--- config.mk ---
export PLATFORM = sky130hd
export DESIGN_NAME = rxbc_top
export DESIGN_NICKNAME = d
export VERILOG_FILES = /design/src/rtl/rxbc_pkg.sv /design/src/rtl/rxbc_top.sv
export SDC_FILE = /design/constraint.sdc
export NUM_CORES = 1
export LEC_CHECK = 0
export ABC_AREA = 1
export ABC_CLOCK_PERIOD_IN_PS = 7400
export BUFFER_PORTS_ARGS = -buffer_cell sky130_fd_sc_hd__buf_2
export CAP_MARGIN = 5
export CORE_ASPECT_RATIO = 1.5
export CORE_MARGIN = 10
export CORE_UTILIZATION = 40
export DETAILED_ROUTE_END_ITERATION = 7
export HOLD_SLACK_MARGIN = 0.15
export PLACE_DENSITY = 0.62
export SYNTH_ARGS = -nofsm -noshare
export SYNTH_HDL_FRONTEND = slang
export SYNTH_SLANG_ARGS = --single-unit
--- constraint.sdc ---
create_clock -name i_clk -period 7.4 [get_ports i_clk]
set_input_delay 0.37 -clock i_clk [delete_from_list [all_inputs] [get_ports i_clk]]
set_output_delay 0.37 -clock i_clk [all_outputs]
set_load 0.03 [all_outputs]
--- src/rtl/rxbc_pkg.sv ---
// Constants, register map and types for the receive code and channel control block.
// Assumes one 125 MHz clock and an 8-bit host register port per framer port.
// Summary of operation
// RULE1: Host sets reset request; device clears when done.
// RULE2: Filter selections apply only after controller reset.
// RULE3: Clear filter: 16/32/48/64 codeless bits.
// RULE4: Valid filter: none/3/5/7 identical codes.
// RULE5: Integration and disintegration never run together.
// RULE6: One idle code register per channel.
// RULE7: Channels 25-32 idle codes E1 only.
// RULE8: T1 masks force channel signaling to ones.
// RULE9: Signaling output keeps the real received bits.
// RULE10: Forcing only while control force bit set.
// RULE11: Milliwatt masks replace channel data with code.
// RULE12: Sixteen signaling words, channel k and k+12.
// RULE13: Eight ports, each 200h apart.
// RULE14: Control bit 4 enables per-channel forcing.
// RULE15: Signaling words freeze while out of frame.
// RULE16: Reset request reads one; clears detect state.
// RULE17: All registers reset to zero.
package rxbc_pkg;
  // ----------------------------------------------------------------
  // Register offsets within one port
  // ----------------------------------------------------------------
  localparam logic [7:0]  RXBC_OFS_CTRL_CODE = 8'h15; // Code receiver control
  localparam logic [7:0]  RXBC_OFS_SIG_CTRL  = 8'h13; // Receive signaling control
  localparam logic [7:0]  RXBC_OFS_IDLE_LO   = 8'h20; // Channel 1 idle code
  localparam logic [7:0]  RXBC_OFS_IDLE_T1HI = 8'h37; // Channel 24 idle code
  localparam logic [7:0]  RXBC_OFS_IDLE_HI   = 8'h3f; // Channel 32 idle code
  localparam logic [7:0]  RXBC_OFS_ONES_LO   = 8'h38; // Ones force mask 1
  localparam logic [7:0]  RXBC_OFS_ONES_HI   = 8'h3a; // Ones force mask 3
  localparam logic [7:0]  RXBC_OFS_MW_LO     = 8'h3c; // Milliwatt mask 1
  localparam logic [7:0]  RXBC_OFS_MW_HI     = 8'h3e; // Milliwatt mask 3
  localparam logic [7:0]  RXBC_OFS_SIG_LO    = 8'h40; // Signaling word 1
  localparam logic [7:0]  RXBC_OFS_SIG_HI    = 8'h4f; // Signaling word 16
  localparam logic [7:0]  RXBC_OFS_STATUS    = 8'h16; // Code status (sticky)
  localparam logic [7:0]  RXBC_OFS_INT_CLR   = 8'h17; // Status clear, write only
  localparam logic [7:0]  RXBC_OFS_INT_EN    = 8'h18; // Interrupt enable
  localparam logic [11:0] RXBC_PORT_STRIDE   = 12'h200;
  localparam logic [7:0]  RXBC_RESET_VAL     = 8'h00;
  // ----------------------------------------------------------------
  // Field positions
  // ----------------------------------------------------------------
  localparam int RXBC_BIT_RST    = 7; // Reset request
  localparam int RXBC_BIT_CLR_LO = 4; // Clear filter select
  localparam int RXBC_BIT_VAL_LO = 1; // Valid filter select
  localparam int RXBC_BIT_FORCE  = 4; // Force ones enable in signaling control
  localparam int RXBC_ST_VALID   = 0; // Valid code detected event
  localparam int RXBC_ST_LOST    = 1; // Valid code lost event
  localparam int RXBC_ST_RSTDONE = 2; // Controller reset done event
  localparam logic [7:0]  RXBC_MILLIWATT_CODE = 8'h1e;
  localparam logic [3:0]  RXBC_SIG_ONES       = 4'hf;
  localparam logic [5:0]  RXBC_CODE_IDLE      = 6'h3f;
  // ----------------------------------------------------------------
  // Timing: controller reset finishes below 250 us
  // ----------------------------------------------------------------
  localparam int RXBC_CLK_MHZ      = 125;
  localparam int RXBC_RST_US       = 250;
  localparam int RXBC_RST_CYC_MAX  = RXBC_RST_US * RXBC_CLK_MHZ; // Round down
  localparam int RXBC_RST_CYC_DEF  = 256;
  // Filter tables
  localparam logic [6:0] RXBC_CLR_STEP = 7'd16;
  localparam logic [2:0] RXBC_VAL_N1   = 3'd3;
  localparam logic [2:0] RXBC_VAL_N2   = 3'd5;
  localparam logic [2:0] RXBC_VAL_N3   = 3'd7;

  typedef enum logic [1:0] {
    RXBC_IDLE  = 2'b00,
    RXBC_RESET = 2'b01,
    RXBC_INTEG = 2'b10,
    RXBC_DISIN = 2'b11
  } rxbc_state_t;
endpackage

--- src/rtl/rxbc_top.sv ---
// Receive code controller, idle codes, per-channel overrides and signaling words for one port.
// Assumes line-side inputs synchronous to i_clk and a one-cycle strobe register port.
`timescale 1ns/1ps
`default_nettype none
module rxbc_top #(
  parameter int RST_CYCLES = rxbc_pkg::RXBC_RST_CYC_DEF, // Controller reset length, < 31250
  parameter int NCH        = 24,                        // T1 channels
  parameter int NIDLE      = 32                         // Idle code registers
) (
  input  wire logic        i_clk,          // 125 MHz clock
  input  wire logic        i_rstn,         // Sync reset, active low
  input  wire logic [11:0] i_addr,         // Byte address including port
  input  wire logic [7:0]  i_wdata,        // Write data
  input  wire logic        i_wr,           // Write strobe
  input  wire logic        i_rd,           // Read strobe
  output logic      [7:0]  o_rdata,        // Read data, cycle after strobe
  output logic             o_irq,          // Level interrupt
  input  wire logic [2:0]  i_port_index,   // This port's index minus one
  input  wire logic        i_e1_mode,      // Port in E1 mode
  input  wire logic        i_code_strobe,  // Code receiver bit time
  input  wire logic        i_code_match,   // Pattern at this bit is a code
  input  wire logic [5:0]  i_code_value,   // Code pattern when matched
  input  wire logic        i_ch_strobe,    // Channel data presented
  input  wire logic [4:0]  i_ch_num,       // Channel number minus one
  input  wire logic [7:0]  i_ch_data,      // Received channel data
  input  wire logic [3:0]  i_ch_sig,       // Received ABCD bits
  input  wire logic        i_ch_sig_upd,   // Signaling bits are new
  input  wire logic        i_out_of_frame_state, // Loss of sync
  output logic      [7:0]  o_rx_serial_data_out, // Data after overrides
  output logic      [3:0]  o_rx_serial_sig,      // Signaling on data path
  output logic      [3:0]  o_rx_signaling_out,   // True signaling
  output logic             o_out_valid,          // Channel output valid
  output logic             o_valid_code,         // Valid code present
  output logic      [5:0]  o_code                // Current valid code
);
  import rxbc_pkg::*;

  typedef struct packed {
    rxbc_state_t      st;
    logic             rst_req;
    logic [1:0]       clr_sel;   // Register copy
    logic [1:0]       val_sel;
    logic [1:0]       clr_act;   // Copies in force
    logic [1:0]       val_act;
    logic [15:0]      rcnt;
    logic [6:0]       bitcnt;
    logic [2:0]       matchcnt;
    logic [5:0]       last_code;
    logic             valid;
    logic [5:0]       code;
    logic [7:0]       sig_ctrl;
    logic [NIDLE-1:0][7:0] idle;
    logic [NCH-1:0]   ones_mask;
    logic [NCH-1:0]   mw_mask;
    logic [NCH-1:0][3:0] sig;
    logic [2:0]       status;
    logic [2:0]       int_en;
    logic [7:0]       rdata;
    logic             irq;
    logic [7:0]       sdata;
    logic [3:0]       ssig;
    logic [3:0]       tsig;
    logic             oval;
  } rxbc_s_t;

  rxbc_s_t s_reg, s_next;

  // ----------------------------------------------------------------
  // Address decode helpers
  // ----------------------------------------------------------------
  logic        port_hit;
  logic [7:0]  ofs;
  logic [2:0]  ev;
  logic [2:0]  need_codes;
  logic [6:0]  need_bits;
  assign port_hit = (i_addr[11:9] == i_port_index); // Each port 200h apart [RULE13]
  assign ofs      = i_addr[7:0];

  // Filter tables in force [RULE3] [RULE4]
  always_comb begin
    case (s_reg.val_act)
      2'b00:   need_codes = 3'd1;
      2'b01:   need_codes = RXBC_VAL_N1;
      2'b10:   need_codes = RXBC_VAL_N2;
      default: need_codes = RXBC_VAL_N3;
    endcase
    need_bits = 7'(({5'd0, s_reg.clr_act} + 7'd1) * RXBC_CLR_STEP);
  end

  // ----------------------------------------------------------------
  // Next state
  // ----------------------------------------------------------------
  always_comb begin
    logic [4:0] idx;
    logic [3:0] rd_a;
    logic [3:0] rd_b;
    idx    = 5'd0;
    rd_a   = 4'd0;
    rd_b   = 4'd0;
    s_next = s_reg;
    ev     = 3'b000;
    s_next.rdata = 8'h00;

    // Code controller; integration and disintegration are exclusive [RULE5]
    case (s_reg.st)
      RXBC_RESET: begin
        s_next.rcnt = s_reg.rcnt + 16'd1;
        if (s_reg.rcnt >= 16'(RST_CYCLES - 1)) begin
          s_next.rst_req = 1'b0;            // Self-clearing [RULE1]
          s_next.clr_act = s_reg.clr_sel;   // New filters applied now [RULE2]
          s_next.val_act = s_reg.val_sel;
          s_next.st      = RXBC_INTEG;
          ev[RXBC_ST_RSTDONE] = 1'b1;
        end
      end
      RXBC_INTEG: begin
        if (i_code_strobe && i_code_match) begin
          if (s_reg.matchcnt != 3'd0 && i_code_value == s_reg.last_code) begin
            s_next.matchcnt = s_reg.matchcnt + 3'd1;
          end else begin
            s_next.matchcnt = 3'd1;
          end
          s_next.last_code = i_code_value;
          if (((s_reg.matchcnt != 3'd0 && i_code_value == s_reg.last_code) ?
               s_reg.matchcnt + 3'd1 : 3'd1) >= need_codes) begin
            s_next.valid  = 1'b1;             // [RULE4]
            s_next.code   = i_code_value;
            s_next.bitcnt = 7'd0;
            s_next.st     = RXBC_DISIN;
            ev[RXBC_ST_VALID] = 1'b1;
          end
        end else if (i_code_strobe) begin
          s_next.matchcnt = 3'd0;
        end
      end
      RXBC_DISIN: begin
        if (i_code_strobe) begin
          if (i_code_match && i_code_value == s_reg.code) begin
            s_next.bitcnt = 7'd0;
          end else if (s_reg.bitcnt + 7'd1 >= need_bits) begin
            s_next.valid    = 1'b0;         // Code gone [RULE3]
            s_next.matchcnt = 3'd0;
            s_next.st       = RXBC_INTEG;
            ev[RXBC_ST_LOST] = 1'b1;
          end else begin
            s_next.bitcnt = s_reg.bitcnt + 7'd1;
          end
        end
      end
      default: s_next.st = RXBC_INTEG;
    endcase

    // ----------------------------------------------------------------
    // Register writes, if and else-if decode
    // ----------------------------------------------------------------
    if (i_wr && port_hit) begin
      if (ofs == RXBC_OFS_CTRL_CODE) begin
        s_next.clr_sel = i_wdata[RXBC_BIT_CLR_LO +: 2];
        s_next.val_sel = i_wdata[RXBC_BIT_VAL_LO +: 2];
        if (i_wdata[RXBC_BIT_RST]) begin
          s_next.rst_req  = 1'b1;           // Host request [RULE1]
          s_next.st       = RXBC_RESET;
          s_next.rcnt     = 16'd0;
          s_next.valid    = 1'b0;           // Clears detect state [RULE16]
          s_next.code     = 6'd0;
          s_next.matchcnt = 3'd0;
          s_next.bitcnt   = 7'd0;
        end
      end else if (ofs == RXBC_OFS_SIG_CTRL) begin
        s_next.sig_ctrl = i_wdata;
      end else if (ofs >= RXBC_OFS_ONES_LO && ofs <= RXBC_OFS_ONES_HI && !i_e1_mode) begin
        s_next.ones_mask[8*(ofs - RXBC_OFS_ONES_LO) +: 8] = i_wdata; // Overlays ch 25-27 in T1 [RULE7] [RULE8]
      end else if (ofs >= RXBC_OFS_MW_LO && ofs <= RXBC_OFS_MW_HI && !i_e1_mode) begin
        s_next.mw_mask[8*(ofs - RXBC_OFS_MW_LO) +: 8] = i_wdata;     // [RULE11]
      end else if (ofs >= RXBC_OFS_IDLE_LO && ofs <= RXBC_OFS_IDLE_HI) begin
        idx = 5'(ofs - RXBC_OFS_IDLE_LO);
        if (ofs <= RXBC_OFS_IDLE_T1HI || i_e1_mode) begin
          s_next.idle[idx] = i_wdata;       // [RULE6] [RULE7]
        end
      end else if (ofs == RXBC_OFS_INT_EN) begin
        s_next.int_en = i_wdata[2:0];
      end
    end

    // Sticky status: set wins over the write-one clear
    if (i_wr && port_hit && ofs == RXBC_OFS_INT_CLR) begin
      s_next.status = s_reg.status & ~i_wdata[2:0];
    end
    s_next.status = s_next.status | ev;
    s_next.irq    = |(s_next.status & s_next.int_en);

    // ----------------------------------------------------------------
    // Reads
    // ----------------------------------------------------------------
    if (i_rd && port_hit) begin
      if (ofs == RXBC_OFS_CTRL_CODE) begin
        s_next.rdata = {s_reg.rst_req, 1'b0, s_reg.clr_sel, 1'b0, s_reg.val_sel, 1'b0}; // [RULE16]
      end else if (ofs == RXBC_OFS_SIG_CTRL) begin
        s_next.rdata = s_reg.sig_ctrl;
      end else if (ofs == RXBC_OFS_STATUS) begin
        s_next.rdata = {s_reg.valid, 4'h0, s_reg.status};
      end else if (ofs == RXBC_OFS_INT_EN) begin
        s_next.rdata = {5'h00, s_reg.int_en};
      end else if (ofs >= RXBC_OFS_ONES_LO && ofs <= RXBC_OFS_ONES_HI && !i_e1_mode) begin
        s_next.rdata = s_reg.ones_mask[8*(ofs - RXBC_OFS_ONES_LO) +: 8];
      end else if (ofs >= RXBC_OFS_MW_LO && ofs <= RXBC_OFS_MW_HI && !i_e1_mode) begin
        s_next.rdata = s_reg.mw_mask[8*(ofs - RXBC_OFS_MW_LO) +: 8];
      end else if (ofs >= RXBC_OFS_IDLE_LO && ofs <= RXBC_OFS_IDLE_HI) begin
        idx = 5'(ofs - RXBC_OFS_IDLE_LO);
        s_next.rdata = s_reg.idle[idx];
      end else if (ofs >= RXBC_OFS_SIG_LO && ofs <= RXBC_OFS_SIG_HI) begin
        idx = 5'(ofs - RXBC_OFS_SIG_LO);
        if (idx < 5'd12) begin                // Channel k high, k+12 low [RULE12]
          rd_a = s_reg.sig[idx];
          rd_b = s_reg.sig[idx + 5'd12];
        end
        s_next.rdata = {rd_a, rd_b};
      end
    end

    // ----------------------------------------------------------------
    // Channel path
    // ----------------------------------------------------------------
    s_next.oval = i_ch_strobe;
    if (i_ch_strobe) begin
      s_next.sdata = i_ch_data;
      s_next.ssig  = i_ch_sig;
      s_next.tsig  = i_ch_sig;                // Always the real bits [RULE9]
      if (!i_e1_mode && i_ch_num < 5'(NCH)) begin
        if (s_reg.mw_mask[i_ch_num]) begin
          s_next.sdata = RXBC_MILLIWATT_CODE; // [RULE11]
        end
        if (s_reg.sig_ctrl[RXBC_BIT_FORCE] && s_reg.ones_mask[i_ch_num]) begin
          s_next.ssig = RXBC_SIG_ONES;        // [RULE8] [RULE10] [RULE14]
        end
      end
      // Frozen while out of frame [RULE15]
      if (i_ch_sig_upd && !i_out_of_frame_state && i_ch_num < 5'(NCH)) begin
        s_next.sig[i_ch_num] = i_ch_sig;
      end
    end
  end

  // ----------------------------------------------------------------
  // State register, all zero after reset except st, which loads RXBC_INTEG
  // ----------------------------------------------------------------
  always_ff @(posedge i_clk) begin
    if (!i_rstn) begin
      s_reg    <= '0;                         // [RULE17]
      s_reg.st <= RXBC_INTEG;
    end else begin
      s_reg <= s_next;
    end
  end

  assign o_rdata              = s_reg.rdata;
  assign o_irq                = s_reg.irq;
  assign o_rx_serial_data_out = s_reg.sdata;
  assign o_rx_serial_sig      = s_reg.ssig;
  assign o_rx_signaling_out   = s_reg.tsig;
  assign o_out_valid          = s_reg.oval;
  assign o_valid_code         = s_reg.valid;
  assign o_code               = s_reg.code;
endmodule
`default_nettype wire

Word-level counts from Yosys, hierarchy flattened --
Index checks and enable logic that the tools add are counted. W data, S select, Z words.
Word-level totals: output and inout bits 33, word-level logic and storage cells 269, register bits 490
Cells by class: eq/ne operators 13, mux-type cells 95, add/sub/neg operators 11, shifts and indexed selects 6, reduce and logical (&&, ||, !) cells 34, order comparisons 20, bitwise logic cells 10
Operator list (number):
- $mux W256 | 4
- $mux W319 | 1
- $mux W312 | 1
- $mux W304 | 1
- $bwmux W256 | 1
- $bwmux W96 | 1
- $mux W8 | 12
- $mux W26 | 3
- $mux W24 | 3
- $mux W7 | 10
- $neg A32 Y34 | 2
- $shift A8 B34 Y24 const A | 2
- $shiftx A8 B34 Y24 | 2
- $shiftx A24 B33 Y8 | 2
- $bwmux W24 | 2
- $mux W3 | 15
- $bmux W4 S5 | 2
- $bmux W8 S5 | 1
- $demux W8 S5 | 1
- $eq A8 B5 Y1 const B | 5
- $le A8 B6 Y1 const B | 4
- $ge A8 B6 Y1 const B | 3
- $lt A5 B6 Y1 const B | 4
- $mux W4 | 6
- 46 further kinds | 101

Depth between registers and ports, before layout --
depth after elaboration 13, gate-level depth with buffers 26, gate-level depth less buffers 20

Worst setup path before layout --
OpenSTA, ideal clock, no wires.
kind input to register, start point in i_addr[0], end point reg s_reg[128] (netlist name), cell stages on the path 24, arrival 3713 ps, path slack 3574 ps, path through inv_1 -> buf_2 -> buf_2 -> buf_2 -> clkbuf_1 -> buf_2 -> ha_1 -> nand2_1 -> inv_1 -> nand2_1 -> nor2_1 -> nand3_1 -> inv_1 -> ha_1 -> nor4_1 -> nand4_1 -> nand2_1 -> nand2_1 -> a21oi_1 -> and2_2 -> nand3b_4 -> buf_2 -> nor2_1 -> nor2_1
Between the ends: longest elaborated chain between the ends 5, elaborated cells between the ends (all ways) 19, classes of those cells 2 x add/sub; 4 x order compare; 2 x eq/ne; 2 x shift; 1 x mux; 3 x bitwise; 5 x reduce/logical
Ends and longest elaborated chain:
- start, declared | RTL line rxbc_top.sv:12 | input wire logic [11:0] i_addr,
- branches (longest 5 deep; another with $neg A32 Y34)
- end signal, assigned | RTL line rxbc_top.sv:252 | s_reg <= s_next;
- end, declared | RTL line rxbc_top.sv:66 | rxbc_s_t s_reg, s_next;
Parallel ways; which one is timed is not known. A chain may end at the register's enable or synchronous reset.

Worst setup path after layout --
start point in i_addr[0], end point reg s_reg[141] (netlist name)
The elaborated chain is that of the path after synthesis.

==> run_summary.xml <==
<?xml version="1.0" encoding="UTF-8"?>
<metrics>
  <group name="setup_path">
    <metric name="critical_path.top_delay_family" unit="">simple AND/OR/NAND/NOR gates</metric>
    <metric name="crit_chain" unit="">buf_6 &gt; inv_6 &gt; ha_1 &gt; nand2_1 &gt; inv_1 &gt; nand2_1 &gt; nor2_1 &gt; nand3_1 &gt; inv_1 &gt; ha_1 &gt; nor4_1 &gt; nand4_1 &gt; nand2_1 &gt; nand2_1 &gt; a21oi_1 &gt; and2_2 &gt; nand3_2 &gt; nor2_1 &gt; nor2_1</metric>
    <metric name="r2r_slack" unit="ns">4.42</metric>
    <metric name="critical-path-max-stage-delay" unit="ns">0.63</metric>
    <metric name="worstSetupEndpointType" unit="">flop</metric>
    <metric name="startpoint_type" unit="">input pin</metric>
    <metric name="worst_path_max_delay_cell" unit="">inv_6</metric>
    <metric name="critical_path_buf_inv_count" unit="">4</metric>
    <metric name="worstPathMaxFanout" unit="">99</metric>
    <metric name="r2r-start" unit="">s_reg[457]$_SDFF_PN0_</metric>
    <metric name="rr_worst_depth" unit="">15</metric>
    <metric name="r2r-end" unit="">s_reg[455]$_SDFF_PN0_</metric>
    <metric name="cp.required" unit="ns">7.88</metric>
    <metric name="worst-endpoint-arrival" unit="ns">4.24</metric>
    <metric name="critical_path.most_common_cell" unit="">nand2_1</metric>
    <metric name="worst-setup-path-type" unit="">in2reg</metric>
  </group>
  <group name="synthesis">
    <metric name="mappedNetlistArea" unit="µm²">24100</metric>
    <metric name="synth_cell_types" unit="">49</metric>
    <metric name="postSynthAreaPerCell" unit="µm²">6.79</metric>
    <metric name="synth_warnings" unit="">0</metric>
    <metric name="ys_seq_elements" unit="">490</metric>
    <metric name="synth_nets" unit="">3647</metric>
    <metric name="synthDominantCellAreaShare" unit="%">40.7</metric>
    <metric name="netlist_instances" unit="">3554</metric>
    <metric name="yosysSeqAreaShare" unit="%">40.7</metric>
    <metric name="netlist.top_cell.by_area" unit="">dfxtp_1</metric>
    <metric name="synth.area.top_cells" unit="">dfxtp_1, o21ai_0, a21oi_1</metric>
  </group>
  <group name="drt">
    <metric name="detail-route-antenna-nets" unit="">0</metric>
    <metric name="initial_drc_count" unit="">2003</metric>
    <metric name="post_drt_wl_per_cell" unit="µm">17.4</metric>
    <metric name="vias_per_cell" unit="">5.26</metric>
    <metric name="detailedRoute.firstPassIterationCount" unit="">5</metric>
    <metric name="detail_route.drc_violations" unit="">0</metric>
    <metric name="totalWireLength" unit="µm">75400</metric>
    <metric name="num_vias" unit="">22700</metric>
  </group>
  <group name="global_route">
    <metric name="globalRouteTotalUtil" unit="%">20.5</metric>
    <metric name="grt_first_pass_wirelength" unit="µm">117000</metric>
    <metric name="antenna_found_initial" unit="">0</metric>
    <metric name="grt_use_met1" unit="%">24.3</metric>
    <metric name="gr-max-usage-layer" unit="">met2</metric>
    <metric name="grt_start_max_net_pins" unit="">188</metric>
    <metric name="grt.overflow.total" unit="">0</metric>
    <metric name="grt_pass1_vias" unit="">21000</metric>
    <metric name="globalRouteMet2Util" unit="%">37.0</metric>
    <metric name="use_met3" unit="%">2.08</metric>
  </group>
  <group name="cells_and_area">
    <metric name="layout-area-overhead-vs-synth" unit="%">9.85</metric>
    <metric name="diodes" unit="">0</metric>
    <metric name="largest_register_ff_count" unit="">457</metric>
    <metric name="design.final.nets" unit="">3598</metric>
    <metric name="drive_above_1_share" unit="%">6.89</metric>
    <metric name="design_area" unit="µm²">26500</metric>
  </group>
  <group name="timing">
    <metric name="fin_crit_sh" unit="%">50.9</metric>
    <metric name="final.setup.worst_slack" unit="ns">3.64</metric>
    <metric name="report.final.setup_viol" unit="">0</metric>
    <metric name="clock_skew" unit="ns">0.0255</metric>
    <metric name="finalCriticalPeriod" unit="ns">3.76</metric>
    <metric name="slew-limit-headroom" unit="%">19.9</metric>
    <metric name="final-hold-violation-count" unit="">0</metric>
    <metric name="setup_repair_after_global_routing_missed_its_margin" unit="">false</metric>
    <metric name="fin_setup_tns" unit="ns">0</metric>
    <metric name="achievable-frequency" unit="MHz">266</metric>
    <metric name="slew_violations" unit="">0</metric>
    <metric name="worst-slew-pin-transition" unit="ns">1.20</metric>
  </group>
  <group name="run">
    <metric name="max-cap-violations" unit="">0</metric>
  </group>
  <group name="worst_hold_path">
    <metric name="hold-path-endpoint" unit="">o_code[0]$_SDFF_PN0_</metric>
    <metric name="min_path_cells" unit="">3</metric>
    <metric name="hp-class" unit="">in2reg</metric>
    <metric name="min_delay_startpoint" unit="">i_code_value[0]</metric>
  </group>
  <group name="clock_network">
    <metric name="cts-htree-levels" unit="">2</metric>
    <metric name="clk_path_buf_depth" unit="">3</metric>
    <metric name="tritoncts.num_buffers" unit="">47</metric>
    <metric name="path_clk_slew" unit="ns">0.06</metric>
    <metric name="tritoncts" unit="">built</metric>
    <metric name="clk_root_buffer_cell" unit="">clkbuf_16</metric>
    <metric name="clock_latency_late_sink" unit="ns">0.60</metric>
    <metric name="post_cts_resized" unit="">0</metric>
    <metric name="number_of_clock_sinks" unit="">490</metric>
  </group>
  <group name="floorplan">
    <metric name="total_number_of_placement_rows" unit="">110</metric>
    <metric name="fp.dieArea" unit="µm²">70700</metric>
    <metric name="start_util" unit="%">40.3</metric>
    <metric name="die_boundary_width" unit="µm">221</metric>
    <metric name="floorplan.die.height" unit="µm">321</metric>
    <metric name="io_pins" unit="">89</metric>
    <metric name="design.core.area" unit="µm²">59900</metric>
  </group>
  <group name="place">
    <metric name="placer_s_final_routability_congestion_estimate" unit="">0.915</metric>
    <metric name="io_buffers" unit="">87</metric>
    <metric name="post-dp-hpwl" unit="µm">48300</metric>
    <metric name="place_area" unit="µm²">24800</metric>
    <metric name="post-place-ws" unit="ns">3.08</metric>
  </group>
  <group name="power_and_ir_drop">
    <metric name="cellPowerDensity" unit="nW/µm²">218</metric>
    <metric name="ir_drop" unit="V">0.000118</metric>
    <metric name="post-layout-total-power" unit="mW">5.79</metric>
    <metric name="leakage_power" unit="nW">11.0</metric>
  </group>
  <group name="run_status">
    <metric name="run_status" unit="">finished clean</metric>
  </group>
</metrics>
worst reg2reg max path: stages (launching register included):
cell	delay (ns)
dfxtp_1	0.40
ha_1	0.23
nand3_1	0.13
nor3_1	0.23
xor2_1	0.22
ha_1	0.28
nand2_1	0.08
nor2_1	0.04
a211oi_1	0.19
nand2_1	0.15
inv_1	0.09
nor2_1	0.05
nand3_1	0.16
o21ai_0	0.18
or2_2	0.31
a21oi_1	0.15
cells by family after synthesis:
group | after synthesis | share of synthesized area [%]
AOI/OAI and AO/OA | 1119 | 23.9
xor gates and xnor gates | 38 | 1.38
adders and majority gates | 37 | 1.92
buffers and inverters | 663 | 11.1
DFF | 490 | 40.7
and+or+nand+nor | 1207 | 21.1
final cells by class:
class,count,area [µm²]
clock buffer,66,1340
clock inverter,20,279
fill,6282,33400
inverter,438,1650
multi-input combinational,2401,11600
sequential,490,9810
tap,784,981
timing repair buffer,127,800
Yosys cell counts, drive strengths merged:
library cell	instances
nor3	23
nand4	18
o31ai	1
nor2	331
inv	432
ha	37
clkbuf	128
or2	3
a22o	1
o41ai	1
o221ai	3
and2	3
nand3b	4
xnor2	18
buf	97
a21boi	4
a211oi	10
and3b	1
clkinv	6
and3	3
nor4	9
o211ai	18
a21oi	505
xor2	20
o21ai	540
nand2	603
a22oi	4
o2111ai	2
nor3b	5
dfxtp	490
nand3	204
o22ai	29
o21a	1
where the power goes:
group | internal [mW] | total [mW] | switching [mW]
logic | 0.141 | 0.545 | 0.404
clock network | 1.48 | 2.58 | 1.10
registers | 2.65 | 2.66 | 0.00908
worst max-delay path by stage:
stage | slack (ns) | depth (start not counted) | endpoint | startpoint
global placement | 3.12 | 15 | s_reg[166]$_SDFFE_PN0P_ | i_addr[0]
detailed placement | 3.08 | 20 | s_reg[137]$_SDFFE_PN0P_ | i_addr[0]
global route | 3.24 | 20 | s_reg[137]$_SDFFE_PN0P_ | i_addr[0]
floorplan | 3.57 | 24 | s_reg[128]$_SDFFE_PN0P_ | i_addr[0]
finish | 3.64 | 19 | s_reg[141]$_SDFFE_PN0P_ | i_addr[0]
CTS | 3.70 | 20 | s_reg[141]$_SDFFE_PN0P_ | i_addr[0]
stage by stage:
stage	hold slack, ns	instances	util (%)
after floorplan	0.420	3554	-
after global placement	0.429	4227	41.3
after detailed placement	0.433	4227	41.3
after CTS	0.152	4326	44.3
after global routing	0.183	4326	44.3
final	0.169	4326	44.3
routing by layer:
layer | wire (µm) | vias up
li1 | - | 11500
met1 | 30800 | 10400
met2 | 38400 | 623
met3 | 3640 | 145
met4 | 2520 | 0
met5 | 0 | -
cell usage in the layout, fill, tap and decap left out, types with 10 or more instances in the layout:
cell | netlist | layout
a211oi_1 | 10 | 10
a21oi_1 | 505 | 505
buf_2 | 40 | 84
buf_4 | 33 | 27
clkbuf_1 | 128 | 10
clkbuf_16 | 0 | 47
dfxtp_1 | 490 | 490
dlygate4sd3_1 | 0 | 13
ha_1 | 37 | 37
inv_1 | 408 | 407
inv_2 | 24 | 23
nand2_1 | 600 | 600
nand3_1 | 199 | 199
nand4_1 | 17 | 17
nor2_1 | 319 | 318
nor3_1 | 21 | 21
o211ai_1 | 18 | 18
o21ai_0 | 536 | 536
o22ai_1 | 29 | 29
xnor2_1 | 18 | 18
xor2_1 | 20 | 20
timing repair:
action | 4_1_cts | 5_1_grt
buffers inserted | 0 | 0
hold buffers | 13 | 0
endpoints found under the hold margin | 17 | 0
endpoints found under the setup margin | 0 | 0
Note: power is estimated with default switching activity, not from simulation.
